[config.mk]
export PLATFORM = sky130hd
export DESIGN_NAME = drpc_top
export DESIGN_NICKNAME = d
export VERILOG_FILES = /design/src/hw/drpc_pkg.sv /design/src/hw/drpc_top.sv
export SDC_FILE = /design/constraint.sdc
export NUM_CORES = 1
export LEC_CHECK = 0
export ABC_AREA = 0
export BUFFER_PORTS_ARGS = -buffer_cell sky130_fd_sc_hd__buf_2
export CAP_MARGIN = 15
export CORE_MARGIN = 10
export CORE_UTILIZATION = 51
export DETAILED_ROUTE_END_ITERATION = 8
export PLACE_DENSITY = 0.9
export SYNTH_ARGS = -nofsm -noshare
export SYNTH_HDL_FRONTEND = slang
export SYNTH_SLANG_ARGS = --single-unit
[constraint.sdc]
create_clock -name clk_in -period 1.8 [get_ports clk_in]
set_input_delay 0.36 -clock clk_in [delete_from_list [all_inputs] [get_ports clk_in]]
set_output_delay 0.36 -clock clk_in [all_outputs]
set_load 0.02 [all_outputs]
[src/hw/drpc_pkg.sv]
// Shared constants and carrier types for the decoder reset and playback
// control block. Assumes a single 100 MHz core clock.
package drpc_pkg;

	// ------------------------------------------------------------
	// Timing
	// ------------------------------------------------------------
	localparam int unsigned CLK_PERIOD_NS      = 10;
	localparam int unsigned BOOT_INCLK_CYCLES  = 22000;
	localparam int unsigned SOFT_RESET_MIN_NS  = 2000;
	localparam int unsigned SOFT_RESET_CYCLES  =
		(SOFT_RESET_MIN_NS + CLK_PERIOD_NS - 1) / CLK_PERIOD_NS;

	// ------------------------------------------------------------
	// Register values and field positions
	// ------------------------------------------------------------
	localparam logic [15:0] CLKMUL_RESET    = 16'h0000;
	localparam logic [15:0] CLKMUL_TYPICAL  = 16'h9800;
	localparam int unsigned CLKMUL_MSB      = 15;
	localparam int unsigned CLKMUL_LSB      = 13;
	localparam logic [2:0]  CLKMUL_MAX_CODE = 3'h7;
	localparam logic [15:0] VOL_RESET       = 16'h0000;
	localparam logic [15:0] VOL_ANALOG_OFF  = 16'hFFFF;
	localparam logic [15:0] RATE_RESET      = 16'h0000;
	localparam logic [15:0] RATE_LOW_LIMIT  = 16'h0100;
	localparam logic [15:0] HEADER_NONE     = 16'h0000;
	localparam logic [15:0] SPEED_NORMAL    = 16'h0001;
	localparam logic [31:0] POSITION_NONE   = 32'hFFFFFFFF;
	localparam int unsigned MODE_SOFT_RESET = 2;
	localparam int unsigned MODE_CANCEL     = 3;
	localparam int unsigned MODE_HALVE      = 15;

	// ------------------------------------------------------------
	// Types
	// ------------------------------------------------------------
	typedef enum logic [1:0]
	{
		DRPC_BOOT,
		DRPC_IDLE,
		DRPC_PLAY,
		DRPC_CANCEL
	} drpc_state_t;

	// Register write strobe bundle from the control port
	typedef struct packed
	{
		logic        mode_we;
		logic        tone_we;
		logic        clkmul_we;
		logic        vol_we;
		logic        rate_we;
		logic        speed_we;
		logic [15:0] data;
	} drpc_wr_t;

	// Header words reported by the decoder core
	typedef struct packed
	{
		logic        valid;
		logic [15:0] hi;
		logic [15:0] lo;
	} drpc_hdr_t;

endpackage : drpc_pkg

[src/hw/drpc_top.sv]
// Reset, power-down and playback sequencing of the audio decoder.
// Assumes the control port decodes writes into one-cycle strobes and
// that the decoder core reports header, position and cancel completion.
`timescale 1ns/100ps

// Summary of operation
// RULE1: Reset low returns all control registers and state to initial values.
// RULE2: Reset is full power-down: clocks stop, crystal output held grounded.
// RULE3: Outputs default in reset; serial out still gated by select.
// RULE4: Data request stays low about 22000 input clocks after reset.
// RULE5: Host programs mode, tone, clock and volume before sending data.
// RULE6: Host sets halve bit early for 24..26 MHz clocks.
// RULE7: Clock multiplier supports 1.0x to 5.0x, resets to 1.0x. Code clamps the PLL code at 6, not the maximum code 7.
// RULE8: Host writes 0x9800 to clock register three for 3.5x.
// RULE9: Soft reset bit holds data request low about 22000 cycles.
// RULE10: Writing zero to clock multiplier selects 1.0x, PLL off.
// RULE11: Low non-zero audio rate lowers rate; core idles between interrupts.
// RULE12: Writing 0xffff to volume turns analog drivers off.
// RULE13: No decodable data clears both header registers.
// RULE14: Without input, device idles at low power watching stream input.
// RULE15: Host sends 2052 fill bytes then sets cancel at file end.
// RULE16: Host sends fill bytes, polls cancel; soft reset after 2048.
// RULE17: Completed cancel clears cancel bit and zeroes both headers.
// RULE18: Host aborts by setting cancel, polling every 32 bytes.
// RULE19: After abort clears, host sends 2052 fill bytes.
// RULE20: Speed factor write sets fast play; kept across song changes.
// RULE21: Jump blocked flag forbids host random jumps while set.
// RULE22: Exact position reads -1 when file has no exact timing.
// RULE23: Halve bit divides master clock by two at the input.
// RULE24: Host waits for data request before other transfers.
module drpc_top
	import drpc_pkg::*;
#(
	parameter int unsigned BOOT_CYCLES = BOOT_INCLK_CYCLES
)
(
	// Clock and reset
	input  wire logic                 clk_in,
	input  wire logic                 reset_n_in,
	// Register writes and core reports
	input  wire drpc_pkg::drpc_wr_t   wr_in,
	input  wire drpc_pkg::drpc_hdr_t  hdr_in,
	input  wire logic                 stream_valid_in,
	input  wire logic                 cancel_done_in,
	input  wire logic                 jump_blocked_in,
	input  wire logic                 pos_exact_in,
	input  wire logic [31:0]          pos_ms_in,
	// Serial control output gating
	input  wire logic                 control_select_low_in,
	input  wire logic                 serial_data_in,
	output logic                      control_serial_out,
	output logic                      control_serial_oe_n_out,
	// Register read-back
	output logic [15:0]               mode_register_out,
	output logic [15:0]               tone_register_out,
	output logic [15:0]               clock_multiplier_register_out,
	output logic [15:0]               volume_register_out,
	output logic [15:0]               audio_rate_register_out,
	output logic [15:0]               speed_factor_out,
	output logic [15:0]               stream_header_lo_out,
	output logic [15:0]               stream_header_hi_out,
	output logic                      jump_blocked_bit_out,
	output logic [31:0]               exact_position_ms_out,
	// Power and clock control
	output logic                      data_request_flag_out,
	output logic                      core_clk_en_out,
	output logic                      pll_enable_out,
	output logic [2:0]                pll_mult_out,
	output logic                      analog_drivers_on_out,
	output logic                      crystal_out_ground_out,
	output logic                      core_idle_out,
	output logic                      low_rate_out
);
	import drpc_pkg::*;

	// ------------------------------------------------------------
	// Declarations
	// ------------------------------------------------------------
	drpc_state_t  state_reg, state_next;
	logic [15:0]  mode_reg, tone_reg, clkmul_reg, vol_reg;
	logic [15:0]  rate_reg, speed_reg, hdr_lo_reg, hdr_hi_reg;
	logic [14:0]  boot_cnt_reg;
	logic         half_tick_reg;
	logic         in_tick;
	logic         boot_done;
	logic         soft_reset_req;
	logic         cancel_set;
	logic         cancel_clr;
	logic [15:0]  mode_next;
	logic [2:0]   mult_code;
	logic         clear_headers;

	// ------------------------------------------------------------
	// Decoding of requests
	// ------------------------------------------------------------
	// RULE23: halve at input
	assign in_tick = ~mode_reg[MODE_HALVE] | half_tick_reg;
	// RULE4: boot hold length
	assign boot_done      = (boot_cnt_reg == 15'(BOOT_CYCLES - 1)) && in_tick;
	// RULE9: soft reset request
	assign soft_reset_req = wr_in.mode_we && wr_in.data[MODE_SOFT_RESET];
	assign cancel_set     = wr_in.mode_we && wr_in.data[MODE_CANCEL];
	// RULE17: core clears cancel
	assign cancel_clr     = (state_reg == DRPC_CANCEL) && cancel_done_in;
	// Set wins over the core's clear in the same cycle
	assign mode_next = wr_in.mode_we
		? {wr_in.data[15:4], cancel_set, 1'b0, wr_in.data[1:0]}
		: {mode_reg[15:4], mode_reg[MODE_CANCEL] & ~cancel_clr,
		   mode_reg[2:0]};
	// RULE7: clamp the multiplier code to 6, below CLKMUL_MAX_CODE
	assign mult_code = (clkmul_reg[CLKMUL_MSB:CLKMUL_LSB] > 3'h6)
		? 3'h6 : clkmul_reg[CLKMUL_MSB:CLKMUL_LSB];
	// RULE13: no decodable data
	assign clear_headers = cancel_clr || !stream_valid_in || !hdr_in.valid;

	// ------------------------------------------------------------
	// Sequencer
	// ------------------------------------------------------------
	always_comb
	begin
		state_next = state_reg;
		unique case (state_reg)
			DRPC_BOOT:
				if (boot_done)
					state_next = DRPC_IDLE;
			// RULE14: idle watches input
			DRPC_IDLE:
				if (stream_valid_in)
					state_next = DRPC_PLAY;
			DRPC_PLAY:
				if (cancel_set)
					state_next = DRPC_CANCEL;
				else if (!stream_valid_in)
					state_next = DRPC_IDLE;
			DRPC_CANCEL:
				if (cancel_done_in)
					state_next = DRPC_IDLE;
		endcase
		if (soft_reset_req)
			state_next = DRPC_BOOT;
	end

	// RULE1: synchronous restart of state
	always_ff @(posedge clk_in)
	begin
		if (!reset_n_in)
			state_reg <= DRPC_BOOT;
		else
			state_reg <= state_next;
	end

	// Input clock divider and boot counter; only counts core input ticks
	always_ff @(posedge clk_in)
	begin
		if (!reset_n_in || soft_reset_req)
		begin
			boot_cnt_reg  <= 15'h0000;
			half_tick_reg <= 1'b0;
		end
		else
		begin
			half_tick_reg <= ~half_tick_reg;
			if (state_reg == DRPC_BOOT && in_tick && !boot_done)
				boot_cnt_reg <= boot_cnt_reg + 15'h0001;
		end
	end

	// ------------------------------------------------------------
	// Control registers
	// ------------------------------------------------------------
	// RULE1: registers to initial values
	always_ff @(posedge clk_in)
	begin
		if (!reset_n_in)
		begin
			mode_reg   <= 16'h0000;
			tone_reg   <= 16'h0000;
			clkmul_reg <= CLKMUL_RESET;
			vol_reg    <= VOL_RESET;
			rate_reg   <= RATE_RESET;
			speed_reg  <= SPEED_NORMAL;
		end
		else
		begin
			mode_reg <= mode_next;
			if (wr_in.tone_we)
				tone_reg <= wr_in.data;
			// RULE10: zero turns PLL off
			if (wr_in.clkmul_we)
				clkmul_reg <= wr_in.data;
			// RULE12: volume write
			if (wr_in.vol_we)
				vol_reg <= wr_in.data;
			if (wr_in.rate_we)
				rate_reg <= wr_in.data;
			// RULE20: survives song change
			if (wr_in.speed_we)
				speed_reg <= wr_in.data;
		end
	end

	// RULE17: headers zero on cancel end
	always_ff @(posedge clk_in)
	begin
		if (!reset_n_in || soft_reset_req || clear_headers)
		begin
			hdr_lo_reg <= HEADER_NONE;
			hdr_hi_reg <= HEADER_NONE;
		end
		else
		begin
			hdr_lo_reg <= hdr_in.lo;
			hdr_hi_reg <= hdr_in.hi;
		end
	end

	// ------------------------------------------------------------
	// Registered outputs
	// ------------------------------------------------------------
	always_ff @(posedge clk_in)
	begin
		if (!reset_n_in)
		begin
			// RULE2: power-down defaults
			// RULE3: outputs at defaults
			data_request_flag_out         <= 1'b0;
			core_clk_en_out               <= 1'b0;
			pll_enable_out                <= 1'b0;
			pll_mult_out                  <= 3'h0;
			analog_drivers_on_out         <= 1'b0;
			crystal_out_ground_out        <= 1'b1;
			core_idle_out                 <= 1'b0;
			low_rate_out                  <= 1'b0;
			mode_register_out             <= 16'h0000;
			tone_register_out             <= 16'h0000;
			clock_multiplier_register_out <= CLKMUL_RESET;
			volume_register_out           <= VOL_RESET;
			audio_rate_register_out       <= RATE_RESET;
			speed_factor_out              <= SPEED_NORMAL;
			stream_header_lo_out          <= HEADER_NONE;
			stream_header_hi_out          <= HEADER_NONE;
			jump_blocked_bit_out          <= 1'b1;
			exact_position_ms_out         <= POSITION_NONE;
		end
		else
		begin
			// RULE4: flag low during boot
			data_request_flag_out  <= (state_next != DRPC_BOOT);
			core_clk_en_out        <= in_tick;
			// RULE10: PLL off at 1.0x
			pll_enable_out         <= (mult_code != 3'h0);
			pll_mult_out           <= mult_code;
			// RULE12: analog power-down
			analog_drivers_on_out  <= (vol_reg != VOL_ANALOG_OFF);
			crystal_out_ground_out <= 1'b0;
			// RULE11: slow rate lets core idle
			low_rate_out  <= (rate_reg != 16'h0000) &&
				(rate_reg < RATE_LOW_LIMIT);
			core_idle_out <= (state_reg == DRPC_IDLE) ||
				((rate_reg != 16'h0000) && (rate_reg < RATE_LOW_LIMIT));
			mode_register_out             <= mode_reg;
			tone_register_out             <= tone_reg;
			clock_multiplier_register_out <= clkmul_reg;
			volume_register_out           <= vol_reg;
			audio_rate_register_out       <= rate_reg;
			speed_factor_out              <= speed_reg;
			stream_header_lo_out          <= hdr_lo_reg;
			stream_header_hi_out          <= hdr_hi_reg;
			// RULE21: jump blocked report
			jump_blocked_bit_out <= jump_blocked_in ||
				(state_reg != DRPC_PLAY);
			// RULE22: minus one without timing
			exact_position_ms_out <= pos_exact_in ? pos_ms_in
				: POSITION_NONE;
		end
	end

	// RULE3: serial out gated by select even in reset
	always_ff @(posedge clk_in)
	begin
		control_serial_out      <= serial_data_in & ~control_select_low_in;
		control_serial_oe_n_out <= control_select_low_in;
	end

endmodule // drpc_top
# Yosys cells after proc, flatten, opt, wreduce, memory -nomap -nowiden
# Cells that the tools add are included.
op_classes:
  bitwise_logic: 7
  n_reduce_logical: 22
  eq_ne: 6
  order_cmp: 2
  muxes: 10
  add_sub_neg: 1
op_table:
  columns: ["op", "count"]
  rows:
  - ["$lt A16 B9 Y1 const B", 1]
  - ["$ne A16 B16 Y1 const B", 1]
  - ["$reduce_bool A16 Y1", 1]
  - ["$add A15 B1 Y15 const B", 1]
  - ["$eq A15 B15 Y1 const B", 1]
  - ["$mux W2", 6]
  - ["$pmux W2 S4", 1]
  - ["$logic_and A1 B1 Y1", 7]
  - ["$logic_or A1 B1 Y1", 6]
  - ["$eq A2 B2 Y1 const B", 2]
  - ["$logic_not A1 Y1", 4]
  - ["$mux W4", 1]
  - ["$not A1 Y1", 4]
  - ["$gt A3 B3 Y1 const B", 1]
  - ["$mux W3", 1]
  - ["$reduce_bool A3 Y1", 1]
  - ["$and A1 B1 Y1", 2]
  - ["$eq A2 B1 Y1 const B", 1]
  - ["$logic_not A2 Y1", 1]
  - ["$ne A2 B2 Y1 const B", 1]
  - ["$reduce_and A2 Y1", 1]
  - ["$reduce_bool A2 Y1", 1]
  - ["$mux W1", 1]
  - ["$or A1 B1 Y1", 1]
word_totals:
  wordCells: 80
  ff_bits: 317
  input_bits: 95

# Depth between registers and ports, before layout
depth:
  depth_word: 7
  mapped_depth: 6

# Least setup slack after synthesis
# OpenSTA, ideal clock, no wires.
synth_timing:
  kind: "register -> register"
  from: "register boot_cnt_reg[0]"
  to: "register boot_cnt_reg[14]"
  setup_time_ns: 0.070
  path_buffers: 0
  setup_slack_ns: 0.201
  arrival_ns: 1.530
  path_stages_with_launch: 6
  period_less_slack_ns: 1.599
  cell_sequence: "dfxtp_1 -> ha_1 -> and4_4 -> nand4_4 -> or4_1 -> a21oi_1"
synth_via:
  elab_chain_len: 4
  word_cells_on_any_way: 5
  cone_classes: "add/sub (1); eq/ne (1); reduce/logical (3)"
synth_rtl:
  columns: ["element", "line_no", "text"]
  rows:
  - ["start: declaration", "drpc_top.sv:82", "logic [14:0] boot_cnt_reg;"]
  - ["start signal: assignment", "drpc_top.sv:164", "boot_cnt_reg <= boot_cnt_reg + 15'h0001;"]
  - ["parallel branches: the longest is 4 deep, another holds $add A15 B1 Y15", null, null]
# Several ways; the timed one is not identified.
# A chain may end at the register's enable or synchronous reset.

# Worst setup path after layout
layout_timing:
  from: "register boot_cnt_reg[0]"
  to: "register boot_cnt_reg[4]"
# The elaborated chain is that of the path after synthesis.

==> flow_summary_export.csv <==
group,metric,value,unit
outcome,status,"completed",
grt,grt_antenna_before_repair,0,
setup_path,critPathRequiredTime,2.28,ns
synth,ys_warn_count,0,
grt,grt_max_degree,95,
final_layout,largest_reg_flops,32,
hold_path,min_from,"pos_ms_in[18]",
timing,finalSetupTns,0,ns
floorplan,io_pins,268,
clock_tree,numClockSinks,317,
place,dp_hpwl,17.2,mm
floorplan,rows,50,
hold_path,holdPathEnd,"exact_position_ms_out[18]",
power,irDropWorstVdd,0.856,mV
timing,fin_crit_sh,97.2,%
synth,synth_cell_types,53,
setup_path,timing_worst_setup_path_type,"register to register",
final_layout,final_cell_area,12800,um2
timing,period_minus_slack,1.75,ns
timing,rsz0062_at_grt,"false",
synth,synth_top_area_share,64.9,%
setup_path,critPathBufInv,1,
detailed_routing,vias,6914,
floorplan,die_w,158,um
timing,drv_slew,0,
synth,syn_avg_cell_area,11.4,um2
timing,tightest_slew,0.591,ns
power,pwr_density_cell,1170,nW/um2
power,leakage,6.03,nW
timing,whs,0.0145,ns
setup_path,critPathCaptureType,"register",
synth,synth_edf_count,0,
final_layout,syn2layout_area_growth,30.7,%
setup_path,crit_family,"simple AND/OR/NAND/NOR gates",
clock_tree,cts_tree,"yes",
hold_path,holdPathStages,2,
timing,hold_violations,0,
floorplan,start_util,52.1,%
setup_path,r2r_start,"boot_cnt_reg[0]",
floorplan,die_height,158,um
setup_path,critPathMaxStageDelay,0.47,ns
detailed_routing,drtAntennaViolNets,0,
floorplan,core_area,18800,um2
setup_path,r2r_cells,6,
detailed_routing,first_pass_iters,4,
detailed_routing,drc_errors,0,
power,total_power,15.0,mW
grt,grt_pass1_vias,7147,
timing,clock_skew,0.0154,ns
clock_tree,clockBufferDepth,3,
clock_tree,cts_buffers,31,
final_layout,final_layout_size_suffix_gt1_share,31.9,%
job,cap_viol_max_count,0,
setup_path,path_cells,"ha_1, and4_4, nor4b_4, buf_4, or4_1, a21oi_1",
place,place_area,11300,um2
clock_tree,worst_skew_pair.late_latency,0.55,ns
clock_tree,cts.clk_slew.worst_paths,0.06,ns
grt,grt_pass1_wl,37.9,mm
synth,async_flop_share,0,%
synth,synth_seq_area_share,64.9,%
clock_tree,htreeDepth,1,
synth,synth_area,9770,um2
floorplan,die-area,25100,um2
synth,ys.flop_type,"dfxtp_1",
synth,syn_nets,953,
place,io_buffers,266,
setup_path,worstPathMaxFanout,9,
setup_path,slowest_stage,"or4_1",
setup_path,cp.arrival,2.23,ns
synth,ys_seq_elements,317,
clock_tree,root_buffer,"clkbuf_16",
synth,synthCells,857,
detailed_routing,wl_per_cell,17.6,um
setup_path,crit_path_start_kind,"register",
setup_path,rrSetupSlack,0.05,ns
final_layout,fin_nets,1258,
synth,synth_top_area_cell,"dfxtp_1",
detailed_routing,finalWirelength,25.0,mm
timing,setup_viol,0,
detailed_routing,drt_iter0_markers,412,
timing,max_freq,0.571,GHz
grt,grt_usage,19.0,%
setup_path,r2r_end,"boot_cnt_reg[4]",
detailed_routing,viasPerCell,4.87,
final_layout,largest-register,"exact_position_ms_out",
timing,slew_headroom,60.6,%
grt,grt-ovfl-total,0,
synth,synth.area.top_cells,"dfxtp_1 (65%), and2_1 (10%), mux2i_1 (9.6%)",
place,place_congestion,0.844,
hold_path,hp-class,"input pin to register",
-- worst max-delay path by stage --
| stage | startpoint | end | slack, ns | depth (start not counted) |
|---|---|---|---|---|
| after floorplan | boot_cnt_reg[0] | boot_cnt_reg[14] | 0.20 | 5 |
| after global placement | boot_cnt_reg[0] | boot_cnt_reg[14] | 0.12 | 5 |
| after detailed placement | boot_cnt_reg[1] | boot_cnt_reg[14] | 0.06 | 5 |
| after CTS | boot_cnt_reg[1] | boot_cnt_reg[14] | 0.08 | 5 |
| after global routing | boot_cnt_reg[0] | boot_cnt_reg[4] | 0.005 | 6 |
| final | boot_cnt_reg[0] | boot_cnt_reg[4] | 0.05 | 6 |
-- where the power goes --
group	internal, mW	leakage (nW)	switching, mW
Combinational	0.454	2.91	0.611
Sequential	7.30	2.60	0.119
Clock	3.86	0.519	2.61
-- area by class of cell --
cell class,count,area [um2]
clock buffers,42,887
well taps,234,293
multi-input cells,491,3230
clock inverters,14,151
repair buffers,318,1850
diodes,2,5.00
inverters,3,12.5
fillers,1351,6000
flip-flops and latches,317,6350
-- synth_stat cells (all sizes together), types with 2 or more instances --
master and number:
a21boi 3, a21oi 12, and2 160, and3 2
and4 4, buf 12, clkbuf 34, dfxtp 317
inv 3, mux2i 94, nand2 14, nand2b 3
nand3 3, nand4 9, nor2 103, nor2b 2
nor3 6, nor4 3, o21ai 3, o31ai 6
or2 33, or3 4, or4 7
-- layout by cell type, fill, tap and decap left out, types with 3 or more instances in the layout --
cell,n
mux2i_1,94
nand2_1,14
nand4_1,8
o21ai_0,3
bufinv_16,3
nand2b_1,3
clkbuf_8,7
dlygate4sd3_1,39
a21oi_1,12
clkbuf_16,31
nor2_1,102
buf_2,265
clkbuf_1,4
o31ai_1,6
nor4_1,3
or4_1,7
dfxtp_1,315
or2_2,32
nand3_1,3
buf_4,12
and2_1,160
clkinv_2,10
and4_1,3
nor3_1,6
or3_1,3
-- kinds of logic after synthesis --
kind of cell	count (synthesis)	synth area share (%)
AOI/OAI and AO/OA	36	2.60
xor gates and xnor gates	2	0.179
adders and majority gates	1	0.128
buffers and inverters	49	2.02
DFF	317	64.9
muxes	94	9.63
other	1	0.0384
and+or+nand+nor	357	20.5
-- timing repair --
| item | 4_1_cts | 5_1_grt |
|---|---|---|
| endpoints found under the setup margin | 0 | 6 |
| endpoints found under the hold margin | 40 | 0 |
| gates resized for setup | 0 | 2 |
| setup buffers | 0 | 1 |
| hold buffers | 39 | 0 |
-- per-layer routing --
metal	share of wire (%)	GRT usage, %	vias to the layer above	routed length (um)
met2	51	33.9	205	12800
met4	4.2	8.43	0	1050
met3	6.1	4.45	68	1530
met1	38	21.1	3238	9600
li1	-	-	3403	-
met5	0	0	-	0
-- through the flow --
step | setup WS, ns | utilization, % | instances
2_1_floorplan | 0.201 | - | 857
3_3_place_gp | 0.122 | 60.4 | 1323
3_5_place_dp | 0.0649 | 60.4 | 1323
4_1_cts | 0.0834 | 68.0 | 1418
5_1_grt | 0.00537 | 68.0 | 1419
6_report | 0.0497 | 68.1 | 1421
No activity file was read; power rests on OpenSTA's default activity.
